`src/inc/wtc_pkg.sv`:
```
// Purpose: shared constants for the wake, pull, bus speed and cyclic timer register bank
// Assumes: 100 MHz clock, 16-bit SPI frames with the address byte first
// Notes: restart keep masks mark the bits that survive a restart
`default_nettype none
package wtc_pkg;
   // register addresses (7-bit SPI address field)
   localparam logic [6:0] EXT_WAKE_ADDR = 7'h07;
   localparam logic [6:0] PULL_ADDR = 7'h08;
   localparam logic [6:0] BUS_SPEED_ADDR = 7'h0b;
   localparam logic [6:0] TIMER_ADDR = 7'h0c;
   // reset values after power-on or soft reset
   localparam logic [7:0] EXT_WAKE_RST = 8'h01;
   localparam logic [7:0] PULL_RST = 8'h00;
   localparam logic [7:0] BUS_SPEED_RST = 8'h00;
   localparam logic [7:0] TIMER_RST = 8'h00;
   // bits kept over a restart, all others clear
   localparam logic [7:0] EXT_WAKE_KEEP = 8'hA1;
   localparam logic [7:0] PULL_KEEP = 8'hC3;
   localparam logic [7:0] BUS_SPEED_KEEP = 8'h10;
   localparam logic [7:0] TIMER_KEEP = 8'h00;
   // writable bits; reserved bits read zero
   localparam logic [7:0] EXT_WAKE_WMASK = 8'hA1;
   localparam logic [7:0] PULL_WMASK = 8'hC3;
   localparam logic [7:0] BUS_SPEED_WMASK = 8'h10;
   localparam logic [7:0] TIMER_WMASK = 8'h7F;
   // fail-safe forcing of the external wake control register
   localparam logic [7:0] FAILSAFE_KEEP = 8'hA0;
   localparam logic [7:0] FAILSAFE_SET = 8'h01;
   // field positions
   localparam int MEAS_BIT = 5;
   localparam int WAKE_EN_BIT = 0;
   localparam int FLASH_BIT = 4;
   localparam int ON_LSB = 4;
   localparam int ON_MSB = 6;
   localparam int PER_MSB = 3;
   localparam int GPULL_LSB = 6;
   localparam int GPULL_MSB = 7;
   localparam int WPULL_MSB = 1;
   // pull-select encodings
   localparam logic [1:0] PULL_NONE = 2'h0;
   localparam logic [1:0] PULL_DOWN = 2'h1;
   localparam logic [1:0] PULL_UP = 2'h2;
   localparam logic [1:0] PULL_AUTO = 2'h3;
   // on-time codes that stop the timer, and the last running code
   localparam logic [2:0] ON_OFF_LOW = 3'h0;
   localparam logic [2:0] ON_OFF_HIGH = 3'h6;
   localparam logic [2:0] ON_LAST_RUN = 3'h5;
   // timing: timer counts in ticks of 0.1 ms
   localparam int CLK_PERIOD_NS = 10;
   localparam int TICK_TIME_NS = 100_000;
   localparam int TICK_CYCLES_DEF = TICK_TIME_NS / CLK_PERIOD_NS;
   localparam int FRAME_BITS = 16;
   typedef enum logic [1:0] {TMR_IDLE, TMR_ON, TMR_OFF} wtc_tmr_state_type;
   // on-time in ticks for the running codes
   function automatic logic [23:0] wtc_on_ticks(input logic [2:0] code);
      case (code)
         3'h1: wtc_on_ticks = 24'h00_0001;
         3'h2: wtc_on_ticks = 24'h00_0003;
         3'h3: wtc_on_ticks = 24'h00_000A;
         3'h4: wtc_on_ticks = 24'h00_0064;
         3'h5: wtc_on_ticks = 24'h00_00C8;
         default: wtc_on_ticks = 24'h00_0000;
      endcase
   endfunction
   // period in ticks
   function automatic logic [23:0] wtc_period_ticks(input logic [3:0] code);
      case (code)
         4'h0: wtc_period_ticks = 24'h00_0064;
         4'h1: wtc_period_ticks = 24'h00_00C8;
         4'h2: wtc_period_ticks = 24'h00_01F4;
         4'h3: wtc_period_ticks = 24'h00_03E8;
         4'h4: wtc_period_ticks = 24'h00_07D0;
         4'h5: wtc_period_ticks = 24'h00_1388;
         4'h6: wtc_period_ticks = 24'h00_2710;
         4'h7: wtc_period_ticks = 24'h00_4E20;
         4'h8: wtc_period_ticks = 24'h00_C350;
         4'h9: wtc_period_ticks = 24'h01_86A0;
         4'hA: wtc_period_ticks = 24'h03_0D40;
         4'hB: wtc_period_ticks = 24'h07_A120;
         4'hC: wtc_period_ticks = 24'h0F_4240;
         4'hD: wtc_period_ticks = 24'h1E_8480;
         4'hE: wtc_period_ticks = 24'h4C_4B40;
         default: wtc_period_ticks = 24'h98_9680;
      endcase
   endfunction
endpackage
`default_nettype wire

```
`src/core/wtc_regs.sv`:
```
// Purpose: wake sensing, pull select, bus flash mode and cyclic timer register bank
// Assumes: control inputs synchronous, soft reset, restart and fail-safe entry are one-cycle pulses
// Notes: registers reached only over SPI; timer counts 0.1 ms ticks
// Operation
// - measurement select clear after reset
// - measurement active: ignore wake enable, pin config
// - fail output blocks measurement set, flags failure
// - measurement ignores wake enables, level status reset
// - fail-safe entry forces wake pin as source
// - measurement set: no automatic wake pin source
// - pull fields encode none, down, up, auto
// - bus speed bit 4 selects flash mode
// - on-time field decodes stop and run times
// - period field selects cyclic period
// - reserved bits always read zero
// - timer register clears on every reset
// - restart keeps flash bit, clears rest
// - restart keeps pull fields, clears middle
// - new timer config active at chip-select high
// - assigned timer starts on on-time codes 1 to 5
`timescale 1ns/10ps
`default_nettype none
module wtc_regs
   import wtc_pkg::*;
#(
   parameter int TICK_CYCLES = TICK_CYCLES_DEF
)(
   input wire logic clk_i,
   input wire logic rst_n_i,
   input wire logic spi_cs_n_i,
   input wire logic spi_sclk_i,
   input wire logic spi_mosi_i,
   output logic spi_miso_o,
   output logic spi_miso_oe_o,
   input wire logic soft_reset_i,
   input wire logic restart_i,
   input wire logic failsafe_entry_i,
   input wire logic fail_output_i,
   input wire logic normal_mode_i,
   input wire logic general_pin_is_wake_i,
   input wire logic timer_assigned_i,
   input wire logic wake_pin_level_i,
   input wire logic general_pin_level_i,
   output logic wake_pin_source_enable_o,
   output logic measure_function_o,
   output logic general_pin_config_valid_o,
   output logic wake_pin_level_status_o,
   output logic general_pin_level_status_o,
   output logic [1:0] wake_pin_pull_select_o,
   output logic [1:0] general_pin_pull_select_o,
   output logic flash_mode_o,
   output logic spi_fail_set_o,
   output logic timer_running_o,
   output logic timer_high_side_o
);
   logic [7:0] ext_wake_q;
   logic [7:0] pull_q;
   logic [7:0] bus_q;
   logic [7:0] timer_q;
   logic [6:0] rd_addr;
   logic [7:0] rd_data;
   logic frame_done;
   logic frame_wr;
   logic [6:0] frame_addr;
   logic [7:0] frame_data;
   logic wr_take;
   logic meas_active;
   logic timer_kick_q;
   logic tick;
   logic run;
   logic [15:0] presc_q;
   logic [23:0] tcnt_q;
   logic [23:0] tcnt_inc;
   wtc_tmr_state_type tmr_q;

   wtc_spi_frame u_spi (
      .clk_i(clk_i),
      .rst_n_i(rst_n_i),
      .spi_cs_n_i(spi_cs_n_i),
      .spi_sclk_i(spi_sclk_i),
      .spi_mosi_i(spi_mosi_i),
      .rd_data_i(rd_data),
      .rd_addr_o(rd_addr),
      .spi_miso_o(spi_miso_o),
      .spi_miso_oe_o(spi_miso_oe_o),
      .frame_done_o(frame_done),
      .frame_wr_o(frame_wr),
      .frame_addr_o(frame_addr),
      .frame_data_o(frame_data)
   );

   // writes land when chip-select returns high
   assign wr_take = frame_done & frame_wr;
   assign meas_active = ext_wake_q[MEAS_BIT] & ~fail_output_i;

   ////////////////////////////////////////////////////////////////////////////
   // reads; reserved bits are never stored, so they read zero
   always_comb begin
      case (rd_addr)
         EXT_WAKE_ADDR: rd_data = ext_wake_q & EXT_WAKE_WMASK;
         PULL_ADDR: rd_data = pull_q & PULL_WMASK;
         BUS_SPEED_ADDR: rd_data = bus_q & BUS_SPEED_WMASK;
         TIMER_ADDR: rd_data = timer_q & TIMER_WMASK;
         default: rd_data = 8'h00;
      endcase
   end

   ////////////////////////////////////////////////////////////////////////////
   always_ff @(posedge clk_i or negedge rst_n_i) begin
      if (!rst_n_i) begin
         ext_wake_q <= EXT_WAKE_RST;
      end else if (soft_reset_i) begin
         ext_wake_q <= EXT_WAKE_RST;
      end else if (restart_i) begin
         ext_wake_q <= ext_wake_q & EXT_WAKE_KEEP;
      end else if (failsafe_entry_i && !ext_wake_q[MEAS_BIT]) begin
         ext_wake_q <= (ext_wake_q & FAILSAFE_KEEP) | FAILSAFE_SET;
      end else if (wr_take && frame_addr == EXT_WAKE_ADDR) begin
         ext_wake_q <= frame_data & EXT_WAKE_WMASK;
         // measurement can never be switched on under an active fail output
         if (fail_output_i) begin
            ext_wake_q[MEAS_BIT] <= 1'b0;
         end
      end
   end

   always_ff @(posedge clk_i or negedge rst_n_i) begin
      if (!rst_n_i) begin
         spi_fail_set_o <= 1'b0;
      end else begin
         spi_fail_set_o <= wr_take && frame_addr == EXT_WAKE_ADDR && frame_data[MEAS_BIT]
            && fail_output_i && !soft_reset_i && !restart_i;
      end
   end

   always_ff @(posedge clk_i or negedge rst_n_i) begin
      if (!rst_n_i) begin
         pull_q <= PULL_RST;
      end else if (soft_reset_i) begin
         pull_q <= PULL_RST;
      end else if (restart_i) begin
         pull_q <= pull_q & PULL_KEEP;
      end else if (wr_take && frame_addr == PULL_ADDR) begin
         pull_q <= frame_data & PULL_WMASK;
      end
   end

   always_ff @(posedge clk_i or negedge rst_n_i) begin
      if (!rst_n_i) begin
         bus_q <= BUS_SPEED_RST;
      end else if (soft_reset_i) begin
         bus_q <= BUS_SPEED_RST;
      end else if (restart_i) begin
         bus_q <= bus_q & BUS_SPEED_KEEP;
      end else if (wr_take && frame_addr == BUS_SPEED_ADDR) begin
         bus_q <= frame_data & BUS_SPEED_WMASK;
      end
   end

   always_ff @(posedge clk_i or negedge rst_n_i) begin
      if (!rst_n_i) begin
         timer_q <= TIMER_RST;
      end else if (soft_reset_i || restart_i) begin
         timer_q <= TIMER_RST & TIMER_KEEP;
      end else if (wr_take && frame_addr == TIMER_ADDR) begin
         timer_q <= frame_data & TIMER_WMASK;
      end
   end

   ////////////////////////////////////////////////////////////////////////////
   // pin-side view of the configuration
   always_ff @(posedge clk_i or negedge rst_n_i) begin
      if (!rst_n_i) begin
         wake_pin_source_enable_o <= 1'b0;
         measure_function_o <= 1'b0;
         general_pin_config_valid_o <= 1'b0;
         wake_pin_level_status_o <= 1'b0;
         general_pin_level_status_o <= 1'b0;
         wake_pin_pull_select_o <= PULL_NONE;
         general_pin_pull_select_o <= PULL_NONE;
         flash_mode_o <= 1'b0;
      end else begin
         wake_pin_source_enable_o <= ext_wake_q[WAKE_EN_BIT] & ~ext_wake_q[MEAS_BIT];
         measure_function_o <= ext_wake_q[MEAS_BIT] & normal_mode_i;
         general_pin_config_valid_o <= ~meas_active;
         // level status stays in reset while sensing is selected
         wake_pin_level_status_o <= wake_pin_level_i & ~ext_wake_q[MEAS_BIT];
         general_pin_level_status_o <= general_pin_level_i & ~ext_wake_q[MEAS_BIT];
         wake_pin_pull_select_o <= pull_q[WPULL_MSB:0];
         general_pin_pull_select_o <= (general_pin_is_wake_i && !meas_active) ?
            pull_q[GPULL_MSB:GPULL_LSB] : PULL_NONE;
         flash_mode_o <= bus_q[FLASH_BIT];
      end
   end

   ////////////////////////////////////////////////////////////////////////////
   // cyclic timer; a commit restarts the cycle so the new setting is seen at once
   assign run = timer_assigned_i && timer_q[ON_MSB:ON_LSB] != ON_OFF_LOW
      && timer_q[ON_MSB:ON_LSB] <= ON_LAST_RUN;
   assign tick = presc_q == 16'(TICK_CYCLES - 1);
   assign tcnt_inc = tcnt_q + 24'h00_0001;

   always_ff @(posedge clk_i or negedge rst_n_i) begin
      if (!rst_n_i) begin
         timer_kick_q <= 1'b0;
      end else begin
         timer_kick_q <= wr_take && frame_addr == TIMER_ADDR;
      end
   end

   always_ff @(posedge clk_i or negedge rst_n_i) begin
      if (!rst_n_i) begin
         presc_q <= 16'h0000;
      end else if (tmr_q == TMR_IDLE || timer_kick_q || tick) begin
         presc_q <= 16'h0000;
      end else begin
         presc_q <= presc_q + 16'h0001;
      end
   end

   always_ff @(posedge clk_i or negedge rst_n_i) begin
      if (!rst_n_i) begin
         tmr_q <= TMR_IDLE;
         tcnt_q <= 24'h00_0000;
      end else begin
         case (tmr_q)
            TMR_IDLE: begin
               tcnt_q <= 24'h00_0000;
               if (run) begin
                  tmr_q <= TMR_ON;
               end
            end
            TMR_ON, TMR_OFF: begin
               if (!run) begin
                  tmr_q <= TMR_IDLE;
               end else if (timer_kick_q) begin
                  tmr_q <= TMR_ON;
                  tcnt_q <= 24'h00_0000;
               end else if (tick) begin
                  if (tcnt_inc >= wtc_period_ticks(timer_q[PER_MSB:0])) begin
                     tmr_q <= TMR_ON;
                     tcnt_q <= 24'h00_0000;
                  end else begin
                     tcnt_q <= tcnt_inc;
                     if (tcnt_inc >= wtc_on_ticks(timer_q[ON_MSB:ON_LSB])) begin
                        tmr_q <= TMR_OFF;
                     end
                  end
               end
            end
            default: tmr_q <= TMR_IDLE;
         endcase
      end
   end

   // stopped timer drives high only for the off-high code
   always_ff @(posedge clk_i or negedge rst_n_i) begin
      if (!rst_n_i) begin
         timer_running_o <= 1'b0;
         timer_high_side_o <= 1'b0;
      end else begin
         timer_running_o <= tmr_q != TMR_IDLE;
         timer_high_side_o <= (tmr_q == TMR_ON)
            || (tmr_q == TMR_IDLE && timer_q[ON_MSB:ON_LSB] == ON_OFF_HIGH);
      end
   end
endmodule // wtc_regs
`default_nettype wire

```
`src/core/wtc_spi_frame.sv`:
```
// Purpose: SPI frame shifter, LSB first, bit 0 write flag, bits 7:1 address, bits 15:8 data
// Assumes: SPI pins synchronous to clk_i, sclk idle low, sampled on rising sclk
// Notes: a frame of any length but 16 bits is dropped at chip-select release
`timescale 1ns/10ps
`default_nettype none
module wtc_spi_frame
   import wtc_pkg::*;
(
   input wire logic clk_i,
   input wire logic rst_n_i,
   input wire logic spi_cs_n_i,
   input wire logic spi_sclk_i,
   input wire logic spi_mosi_i,
   input wire logic [7:0] rd_data_i,
   output logic [6:0] rd_addr_o,
   output logic spi_miso_o,
   output logic spi_miso_oe_o,
   output logic frame_done_o,
   output logic frame_wr_o,
   output logic [6:0] frame_addr_o,
   output logic [7:0] frame_data_o
);
   logic sclk_q;
   logic cs_n_q;
   logic [15:0] shift_q;
   logic [4:0] cnt_q;
   logic [7:0] obuf_q;
   logic rise;
   logic fall;
   logic [7:0] first_byte;

   assign rise = spi_sclk_i & ~sclk_q & ~spi_cs_n_i;
   assign fall = ~spi_sclk_i & sclk_q & ~spi_cs_n_i;
   assign first_byte = {spi_mosi_i, shift_q[15:9]};
   assign frame_wr_o = shift_q[0];
   assign frame_addr_o = shift_q[7:1];
   assign frame_data_o = shift_q[15:8];

   always_ff @(posedge clk_i or negedge rst_n_i) begin
      if (!rst_n_i) begin
         sclk_q <= 1'b0;
         cs_n_q <= 1'b1;
      end else begin
         sclk_q <= spi_sclk_i;
         cs_n_q <= spi_cs_n_i;
      end
   end

   ////////////////////////////////////////////////////////////////////////////
   always_ff @(posedge clk_i or negedge rst_n_i) begin
      if (!rst_n_i) begin
         shift_q <= 16'h0000;
         cnt_q <= 5'h00;
         rd_addr_o <= 7'h00;
      end else if (spi_cs_n_i && !cs_n_q) begin
         cnt_q <= 5'h00;
      end else if (rise) begin
         shift_q <= {spi_mosi_i, shift_q[15:1]};
         // saturate so an over-long frame never aliases back to 16
         if (cnt_q <= 5'(FRAME_BITS)) begin
            cnt_q <= cnt_q + 5'h01;
         end
         if (cnt_q == 5'h07) begin
            rd_addr_o <= first_byte[7:1];
         end
      end
   end

   // commit only on chip-select release of a whole frame
   always_ff @(posedge clk_i or negedge rst_n_i) begin
      if (!rst_n_i) begin
         frame_done_o <= 1'b0;
      end else begin
         frame_done_o <= spi_cs_n_i && !cs_n_q && (cnt_q == 5'(FRAME_BITS));
      end
   end

   ////////////////////////////////////////////////////////////////////////////
   // first byte answers zero, second byte returns the addressed register
   always_ff @(posedge clk_i or negedge rst_n_i) begin
      if (!rst_n_i) begin
         spi_miso_o <= 1'b0;
         spi_miso_oe_o <= 1'b0;
         obuf_q <= 8'h00;
      end else begin
         spi_miso_oe_o <= ~spi_cs_n_i;
         if (spi_cs_n_i) begin
            spi_miso_o <= 1'b0;
         end else if (fall && cnt_q == 5'h08) begin
            spi_miso_o <= rd_data_i[0];
            obuf_q <= {1'b0, rd_data_i[7:1]};
         end else if (fall && cnt_q > 5'h08) begin
            spi_miso_o <= obuf_q[0];
            obuf_q <= {1'b0, obuf_q[7:1]};
         end
      end
   end
endmodule // wtc_spi_frame
`default_nettype wire

```
`config.mk`:
```
export PLATFORM = sky130hd
export DESIGN_NAME = wtc_regs
export DESIGN_NICKNAME = d
export VERILOG_FILES = /design/src/inc/wtc_pkg.sv /design/src/core/wtc_regs.sv /design/src/core/wtc_spi_frame.sv
export SDC_FILE = /design/constraint.sdc
export NUM_CORES = 1
export LEC_CHECK = 0
export BUFFER_PORTS_ARGS = -buffer_cell sky130_fd_sc_hd__buf_2
export CELL_PAD_IN_SITES_DETAIL_PLACEMENT = 1
export CELL_PAD_IN_SITES_GLOBAL_PLACEMENT = 2
export CORE_MARGIN = 4
export CORE_UTILIZATION = 41
export DETAILED_ROUTE_END_ITERATION = 12
export PLACE_DENSITY = 0.9
export RECOVER_POWER = 100
export SYNTH_ARGS = -nofsm -noshare
export SYNTH_HDL_FRONTEND = slang
export SYNTH_SLANG_ARGS = --single-unit
```
`constraint.sdc`:
```
create_clock -name clk_i -period 9.4 [get_ports clk_i]
set_input_delay 0.47 -clock clk_i [delete_from_list [all_inputs] [get_ports clk_i]]
set_output_delay 0.47 -clock clk_i [all_outputs]
set_load 0.01 [all_outputs]
```
==> flow_summary.json, run 1 <==
{
  "status": "complete, but fails checks",
  "violations": "max-capacitance violations, max-slew violations",
  "fin_nets": 729,
  "ys.flop_type": "dfrtp_1",
  "die_w_um": 134,
  "drt_iter0_markers": 245,
  "grt_pass1_wl_um": 28000,
  "drive_gt1_frac": 0.102,
  "clk_pin_slew_ns": 0.08,
  "grt_pass1_vias": 5441,
  "antenna_found_initial": 0,
  "worstSkewPairLatency_ns": 0.36,
  "vias_per_cell": 5.66,
  "boundaryPins": 29,
  "cts_buffers": 9,
  "final_common_cell": "dfrtp_1",
  "track_usage": 0.193,
  "fin_crit_ns": 5.93,
  "cts-root-buf": "clkbuf_16",
  "placed_area_um2": 6760,
  "worst_ep_arrival_time_ns": 6.23,
  "hold_viol_final": 0,
  "num_vias": 5032,
  "path_delay_family": "simple AND/OR/NAND/NOR gates",
  "ys_async_sr_fraction": 1.00,
  "crit_type": "reg2reg",
  "fmax_mhz": 169,
  "cp_slowest_cell": "nor3_1",
  "setup_viol": 0,
  "grt_max_degree": 82,
  "rsz0062_at_grt": "no",
  "relSlewSlack": -1.81,
  "crit_required_ns": 9.69,
  "path_max_fanout": 18,
  "worst_pin_slew_ns": 4.21,
  "end_kind": "flip-flop",
  "die_h_um": 134,
  "antenna_left": 0,
  "drt-pass1-iter-count": 4,
  "maxSlewViolCount": 133,
  "synth_nets": 719,
  "ys_ff_latch": 111,
  "hold_path_class": "in2reg",
  "power_per_cell_area_nw_per_um2": 153,
  "clock-sinks": 111,
  "finish.utilization": 0.459,
  "cts-resized-gates": 0,
  "slowest_delay_ns": 1.77,
  "p_leak_nw": 3.04,
  "coreArea_um2": 15300,
  "post-route-period-util": 0.631,
  "fillers": 1790,
  "cp-start-kind": "flip-flop",
  "avgSynthCellArea_um2": 9.76,
  "synth.distinct_cells": 70,
  "setup_tns_ns": 0,
  "num_antenna_cells": 0,
  "area_growth_pct": 8.55,
  "hpwl_um": 12200,
  "design_area_um2": 7020,
  "ys_seq_area_frac": 0.430,
  "num_rows": 45,
  "place_congestion": 0.853,
  "clock_tree.buffer_depth": 2,
  "h-tree-depth": 3,
  "portBuffers": 28,
  "cap_viol_max_count": 3,
  "drc": 0,
  "routedWlPerCell_um": 18.5,
  "cts_hold_buffers": 0,
  "ys_warn_count": 0,
  "gr-total-overflow": 0,
  "syn_area_um2": 6470,
  "final_cell_mix": "dfrtp_1 (109), nor2_1 (68), nand2_1 (49)",
  "path_cells": "ha_1, nand3_1, nor4_1, nand3_1, xnor2_1, ha_1, o21ai_0, a31oi_1, or4_1, nor3_1, a221o_1",
  "cts_tree": "yes",
  "ir_drop_v": 0.0000888,
  "totalWireLength_um": 16500,
  "crit_buf_inv": 0,
  "start_util": 0.423,
  "die_area_um2": 17900,
  "cts_setup_buffers": 0,
  "netlist_instances": 663,
  "final.setup_skew_ns": 0.00680,
  "synth_edf_count": 0
}
==> report_power, final <==
group	total, W	switching (W)	internal (W)
clock	0.000404	0.000210	0.000194
combinational	0.000125	0.0000834	0.0000413
sequential	0.000546	0.0000362	0.000509
==> through the flow <==
step / setup WS [ns] / hold WS (ns) / instances / power [W]
after floorplan: 5.67 / 0.174 / 663 / 0.000623
after global placement: 5.13 / 0.427 / 873 / 0.000672
after detailed placement: 4.95 / 0.430 / 873 / 0.000682
after CTS: 4.92 / 0.0475 / 889 / 0.00109
after global routing: 2.87 / 0.235 / 889 / 0.00112
final: 3.47 / 0.236 / 889 / 0.00107
==> cells in the mapped netlist (all sizes together), types with 3 or more instances <==
library cell  number  area, um2
dfrtp            109       2730
nor2              68        255
nand2             49        184
ha                42        526
o21ai             35        175
nand3             31        180
inv               30        113
a21oi             26        134
mux2              25        285
clkbuf            21       78.8
mux2i             18        180
xnor2             18        158
nor3              17       96.4
xor2              17        149
a22o              15        133
nor4              12       96.3
nand4             11       68.8
buf               10       56.3
and3               9       56.3
a21o               7       52.6
or3                7       48.8
nor2b              6       37.5
or4                6       48.8
nand2b             5       31.3
o211ai             5       37.5
o31ai              5       37.5
or2                5       31.3
a2111oi            4       35.0
nor4b              4       35.0
a211oi             3       22.5
a21boi             3       22.5
a221o              3       30.0
a22oi              3       22.5
a31oi              3       18.8
nand3b             3       22.5
o31a               3       27.5
==> area by class of cell <==
class	instances	area [um2]	area share
clock buffer	9	225	0.0321
clock inverter	7	91.3	0.0130
tap	211	264	0.0376
inverter	30	113	0.0160
sequential	111	2780	0.396
multi-input combinational	491	3430	0.488
timing repair buffer	30	125	0.0178
==> state kept, by name (all words and copies together) (netlist names), 2 cells and up <==
name	cells
tmr_q	2
u_spi.shift_q	16
ext_wake_q	3
pull_q	4
u_spi.obuf_q	7
tcnt_q	24
timer_q	7
u_spi.cnt_q	5
wake_pin_pull_select_o	2
presc_q	16
u_spi.rd_addr_o	7
general_pin_pull_select_o	2
==> cell families (layout without fill, tap and decap cells) <==
| logic type | after synthesis | in the layout | synth area share |
|---|---|---|---|
| compound gates | 128 | 128 | 0.133 |
| xor+xnor | 35 | 35 | 0.0474 |
| fa+ha+maj | 42 | 42 | 0.0812 |
| buf+inv | 61 | 76 | 0.0383 |
| flops | 111 | 111 | 0.430 |
| mux | 43 | 43 | 0.0719 |
| simple gates | 243 | 243 | 0.199 |
==> routing by layer <==
| layer | wire [um] | global-route usage | vias up |
|---|---|---|---|
| met2 | 7990 | 0.326 | 60 |
| met1 | 7800 | 0.255 | 2546 |
| met3 | 386 | 0.0295 | 22 |
| met5 | 0 | 0 | - |
| met4 | 319 | 0.0623 | 0 |
| li1 | - | - | 2404 |
==> path summary, 6_finish.rpt <==
path                                  startpoint                        endpoint  slack (ns)  cells past startpoint
setup reg to reg           tcnt_q[0]$_DFFE_PN0P_          tcnt_q[11]$_DFFE_PN0P_        3.47                     11
min in group asynchronous                rst_n_i           tcnt_q[9]$_DFFE_PN0P_        0.55                      1
max in group asynchronous                rst_n_i  u_spi.rd_addr_o[6]$_DFFE_PN0P_        4.09                      2
setup / recovery           tcnt_q[0]$_DFFE_PN0P_          tcnt_q[11]$_DFFE_PN0P_        3.47                     11
hold / removal                        spi_cs_n_i          u_spi.cs_n_q$_DFF_PN1_        0.24                      1
hold reg to reg             bus_q[4]$_DFFE_PN0P_          flash_mode_o$_DFF_PN0_        0.46                      0
(Power assumes the default switching activity.)
==> run 2, diff against run 1 <==
--- a/config.mk
+++ b/config.mk
@@ -9,9 +9,9 @@
 export CELL_PAD_IN_SITES_DETAIL_PLACEMENT = 1
 export CELL_PAD_IN_SITES_GLOBAL_PLACEMENT = 2
 export CORE_MARGIN = 4
-export CORE_UTILIZATION = 41
+export CORE_UTILIZATION = 36
 export DETAILED_ROUTE_END_ITERATION = 12
-export PLACE_DENSITY = 0.9
+export PLACE_DENSITY = 0.85
 export RECOVER_POWER = 100
 export SYNTH_ARGS = -nofsm -noshare
 export SYNTH_HDL_FRONTEND = slang
==> constraint.sdc (replaced) <==
create_clock -name clk_i -period 5.42 [get_ports clk_i]
set_input_delay 0.271 -clock clk_i [delete_from_list [all_inputs] [get_ports clk_i]]
set_output_delay 0.271 -clock clk_i [all_outputs]
set_load 0.01 [all_outputs]
==> flow_summary.json, run 2 (synthesis gave the netlist of run 1 again) <==
{
  "status": "complete, but fails checks",
  "violations": "max-capacitance violations, max-slew violations",
  "cap_viol_max_count": 1,
  "hold_viol_final": 0,
  "totalWireLength_um": 16400,
  "num_rows": 48,
  "largest_register": "tcnt_q",
  "die_area_um2": 20200,
  "grt_max_degree": 57,
  "path_delay_family": "simple AND/OR/NAND/NOR gates",
  "pwr-share-clk": 0.383,
  "fillers": 2017,
  "cts_setup_buffers": 0,
  "worst_pin_slew_ns": 3.17,
  "crit_cells": 11,
  "start_util": 0.370,
  "boundaryPins": 29,
  "crit_type": "reg2reg",
  "pwr-share-comb": 0.114,
  "num_vias": 4984,
  "worstSkewPairLatency_ns": 0.37,
  "hpwl_um": 12200,
  "place_congestion": 0.849,
  "num_antenna_cells": 0,
  "track_usage": 0.171,
  "grt_pass1_wl_um": 27700,
  "drt_iter0_markers": 222,
  "maxSlewViolCount": 57,
  "final.setup_skew_ns": 0.00787,
  "p_leak_nw": 3.05,
  "crit_buf_inv": 0,
  "antenna_left": 0,
  "reg_top3": "tcnt_q x24, presc_q x16, u_spi.shift_q x16",
  "p_int_w": 0.00130,
  "cts-root-buf": "clkbuf_16",
  "portBuffers": 28,
  "clk_pin_slew_ns": 0.09,
  "pwr-share-seq": 0.503,
  "gr-total-overflow": 0,
  "final_cell_mix": "dfrtp_1 (109), nor2_1 (68), nand2_1 (49)",
  "finish.utilization": 0.404,
  "fin_nets": 729,
  "fin_cells": 903,
  "grt_pass1_vias": 5403,
  "setup_tns_ns": 0,
  "fin_ws_ns": 0.723,
  "area_growth_pct": 9.16,
  "p_sw_w": 0.000572,
  "largest_register_ffs": 24,
  "dp_slack_ns": 0.895,
  "cts-resized-gates": 0,
  "fin_crit_ns": 4.70,
  "cts_buffers": 9,
  "drt-pass1-iter-count": 5,
  "cp-start-kind": "flip-flop",
  "path_max_fanout": 18,
  "end_kind": "flip-flop",
  "cts_tree": "yes",
  "cts_hold_buffers": 0,
  "antenna_found_initial": 0,
  "die_h_um": 142,
  "setup_viol": 0,
  "power_per_cell_area_nw_per_um2": 264,
  "coreArea_um2": 17500,
  "vias_per_cell": 5.52,
  "relSlewSlack": -1.11,
  "crit_required_ns": 5.72,
  "clock_tree.buffer_depth": 2,
  "path_cells": "ha_1, nand3_1, nor4_1, nand3_1, xnor2_1, ha_1, o21ai_0, a31oi_1, or4_1, nor3_4, a221o_1",
  "drive_gt1_frac": 0.102,
  "ir_drop_v": 0.000192,
  "fmax_mhz": 213,
  "drc": 0,
  "r2r_cells": 11,
  "hold_path_class": "in2reg",
  "die_w_um": 142,
  "final_common_cell": "dfrtp_1",
  "rsz0062_at_grt": "no",
  "post-route-period-util": 0.867,
  "p_sw_frac": 0.306,
  "cp_slowest_cell": "nor4_1",
  "dp.cells": 887,
  "h-tree-depth": 3,
  "worst_ep_arrival_time_ns": 5.00,
  "routedWlPerCell_um": 18.2,
  "clock-sinks": 111,
  "whs_path_depth": 1,
  "slowest_delay_ns": 0.85
}
==> run 2: cell counts in the layout (fill, tap and decap cells not counted) <==
No cell type changed its count.
==> run 2: worst register-to-register path, stage by stage, from the launching register on <==
cell and delay, ns:
dfrtp_1 0.44, ha_1 0.24, nand3_1 0.30, nor4_1 0.85
nand3_1 0.22, xnor2_1 0.34, ha_1 0.31, o21ai_0 0.20
a31oi_1 0.10, or4_1 0.71, nor3_4 0.65, a221o_1 0.27
==> run 2: through the flow <==
step | hold slack, ns | area, um2 | power, W
finish | 0.0529 | 7060 | 0.00187
global route | 0.0409 | 7060 | 0.00197
CTS | 0.00654 | 7110 | 0.00190
detailed placement | 0.400 | 6780 | 0.00118
global placement | 0.373 | 6780 | 0.00116
floorplan | -0.0246 | 6470 | 0.00108
==> run 2: worst paths after layout <==
path	from	end	slack, ns
hold / removal	spi_cs_n_i	u_spi.cs_n_q$_DFF_PN1_	0.05
min in group asynchronous	rst_n_i	tcnt_q[3]$_DFFE_PN0P_	0.94
hold reg to reg	bus_q[4]$_DFFE_PN0P_	flash_mode_o$_DFF_PN0_	0.44
setup / recovery	tcnt_q[0]$_DFFE_PN0P_	tcnt_q[11]$_DFFE_PN0P_	0.72
setup reg to reg	tcnt_q[0]$_DFFE_PN0P_	tcnt_q[11]$_DFFE_PN0P_	0.72
max in group asynchronous	rst_n_i	u_spi.cnt_q[3]$_DFFE_PN0P_	1.84
==> run 2: area by class of cell <==
type | instances | area, um2 | area share
Multi-Input combinational cell | 491 | 3440 | 0.487
Sequential cell | 111 | 2780 | 0.394
Tap cell | 225 | 282 | 0.0399
Clock buffer | 9 | 225 | 0.0319
Timing Repair Buffer | 30 | 126 | 0.0179
Inverter | 30 | 113 | 0.0159
Clock inverter | 7 | 101 | 0.0143
==> run 2: power groups by stage <==
stage / clock [W] / combinational, W / sequential, W
3_5_place_dp: 0 / 0.000220 / 0.000958
3_3_place_gp: 0 / 0.000209 / 0.000952
6_report: 0.000715 / 0.000213 / 0.000940
5_1_grt: 0.000781 / 0.000239 / 0.000949
4_1_cts: 0.000739 / 0.000222 / 0.000941
2_1_floorplan: 0 / 0.000142 / 0.000939
==> run 2: metal layers <==
layer | GRT usage | up-vias | part of all wire
li1 | - | 2395 | -
met1 | 0.212 | 2519 | 0.44
met2 | 0.302 | 51 | 0.52
met3 | 0.0366 | 19 | 0.029
met4 | 0.0439 | 0 | 0.014
met5 | 0 | - | 0
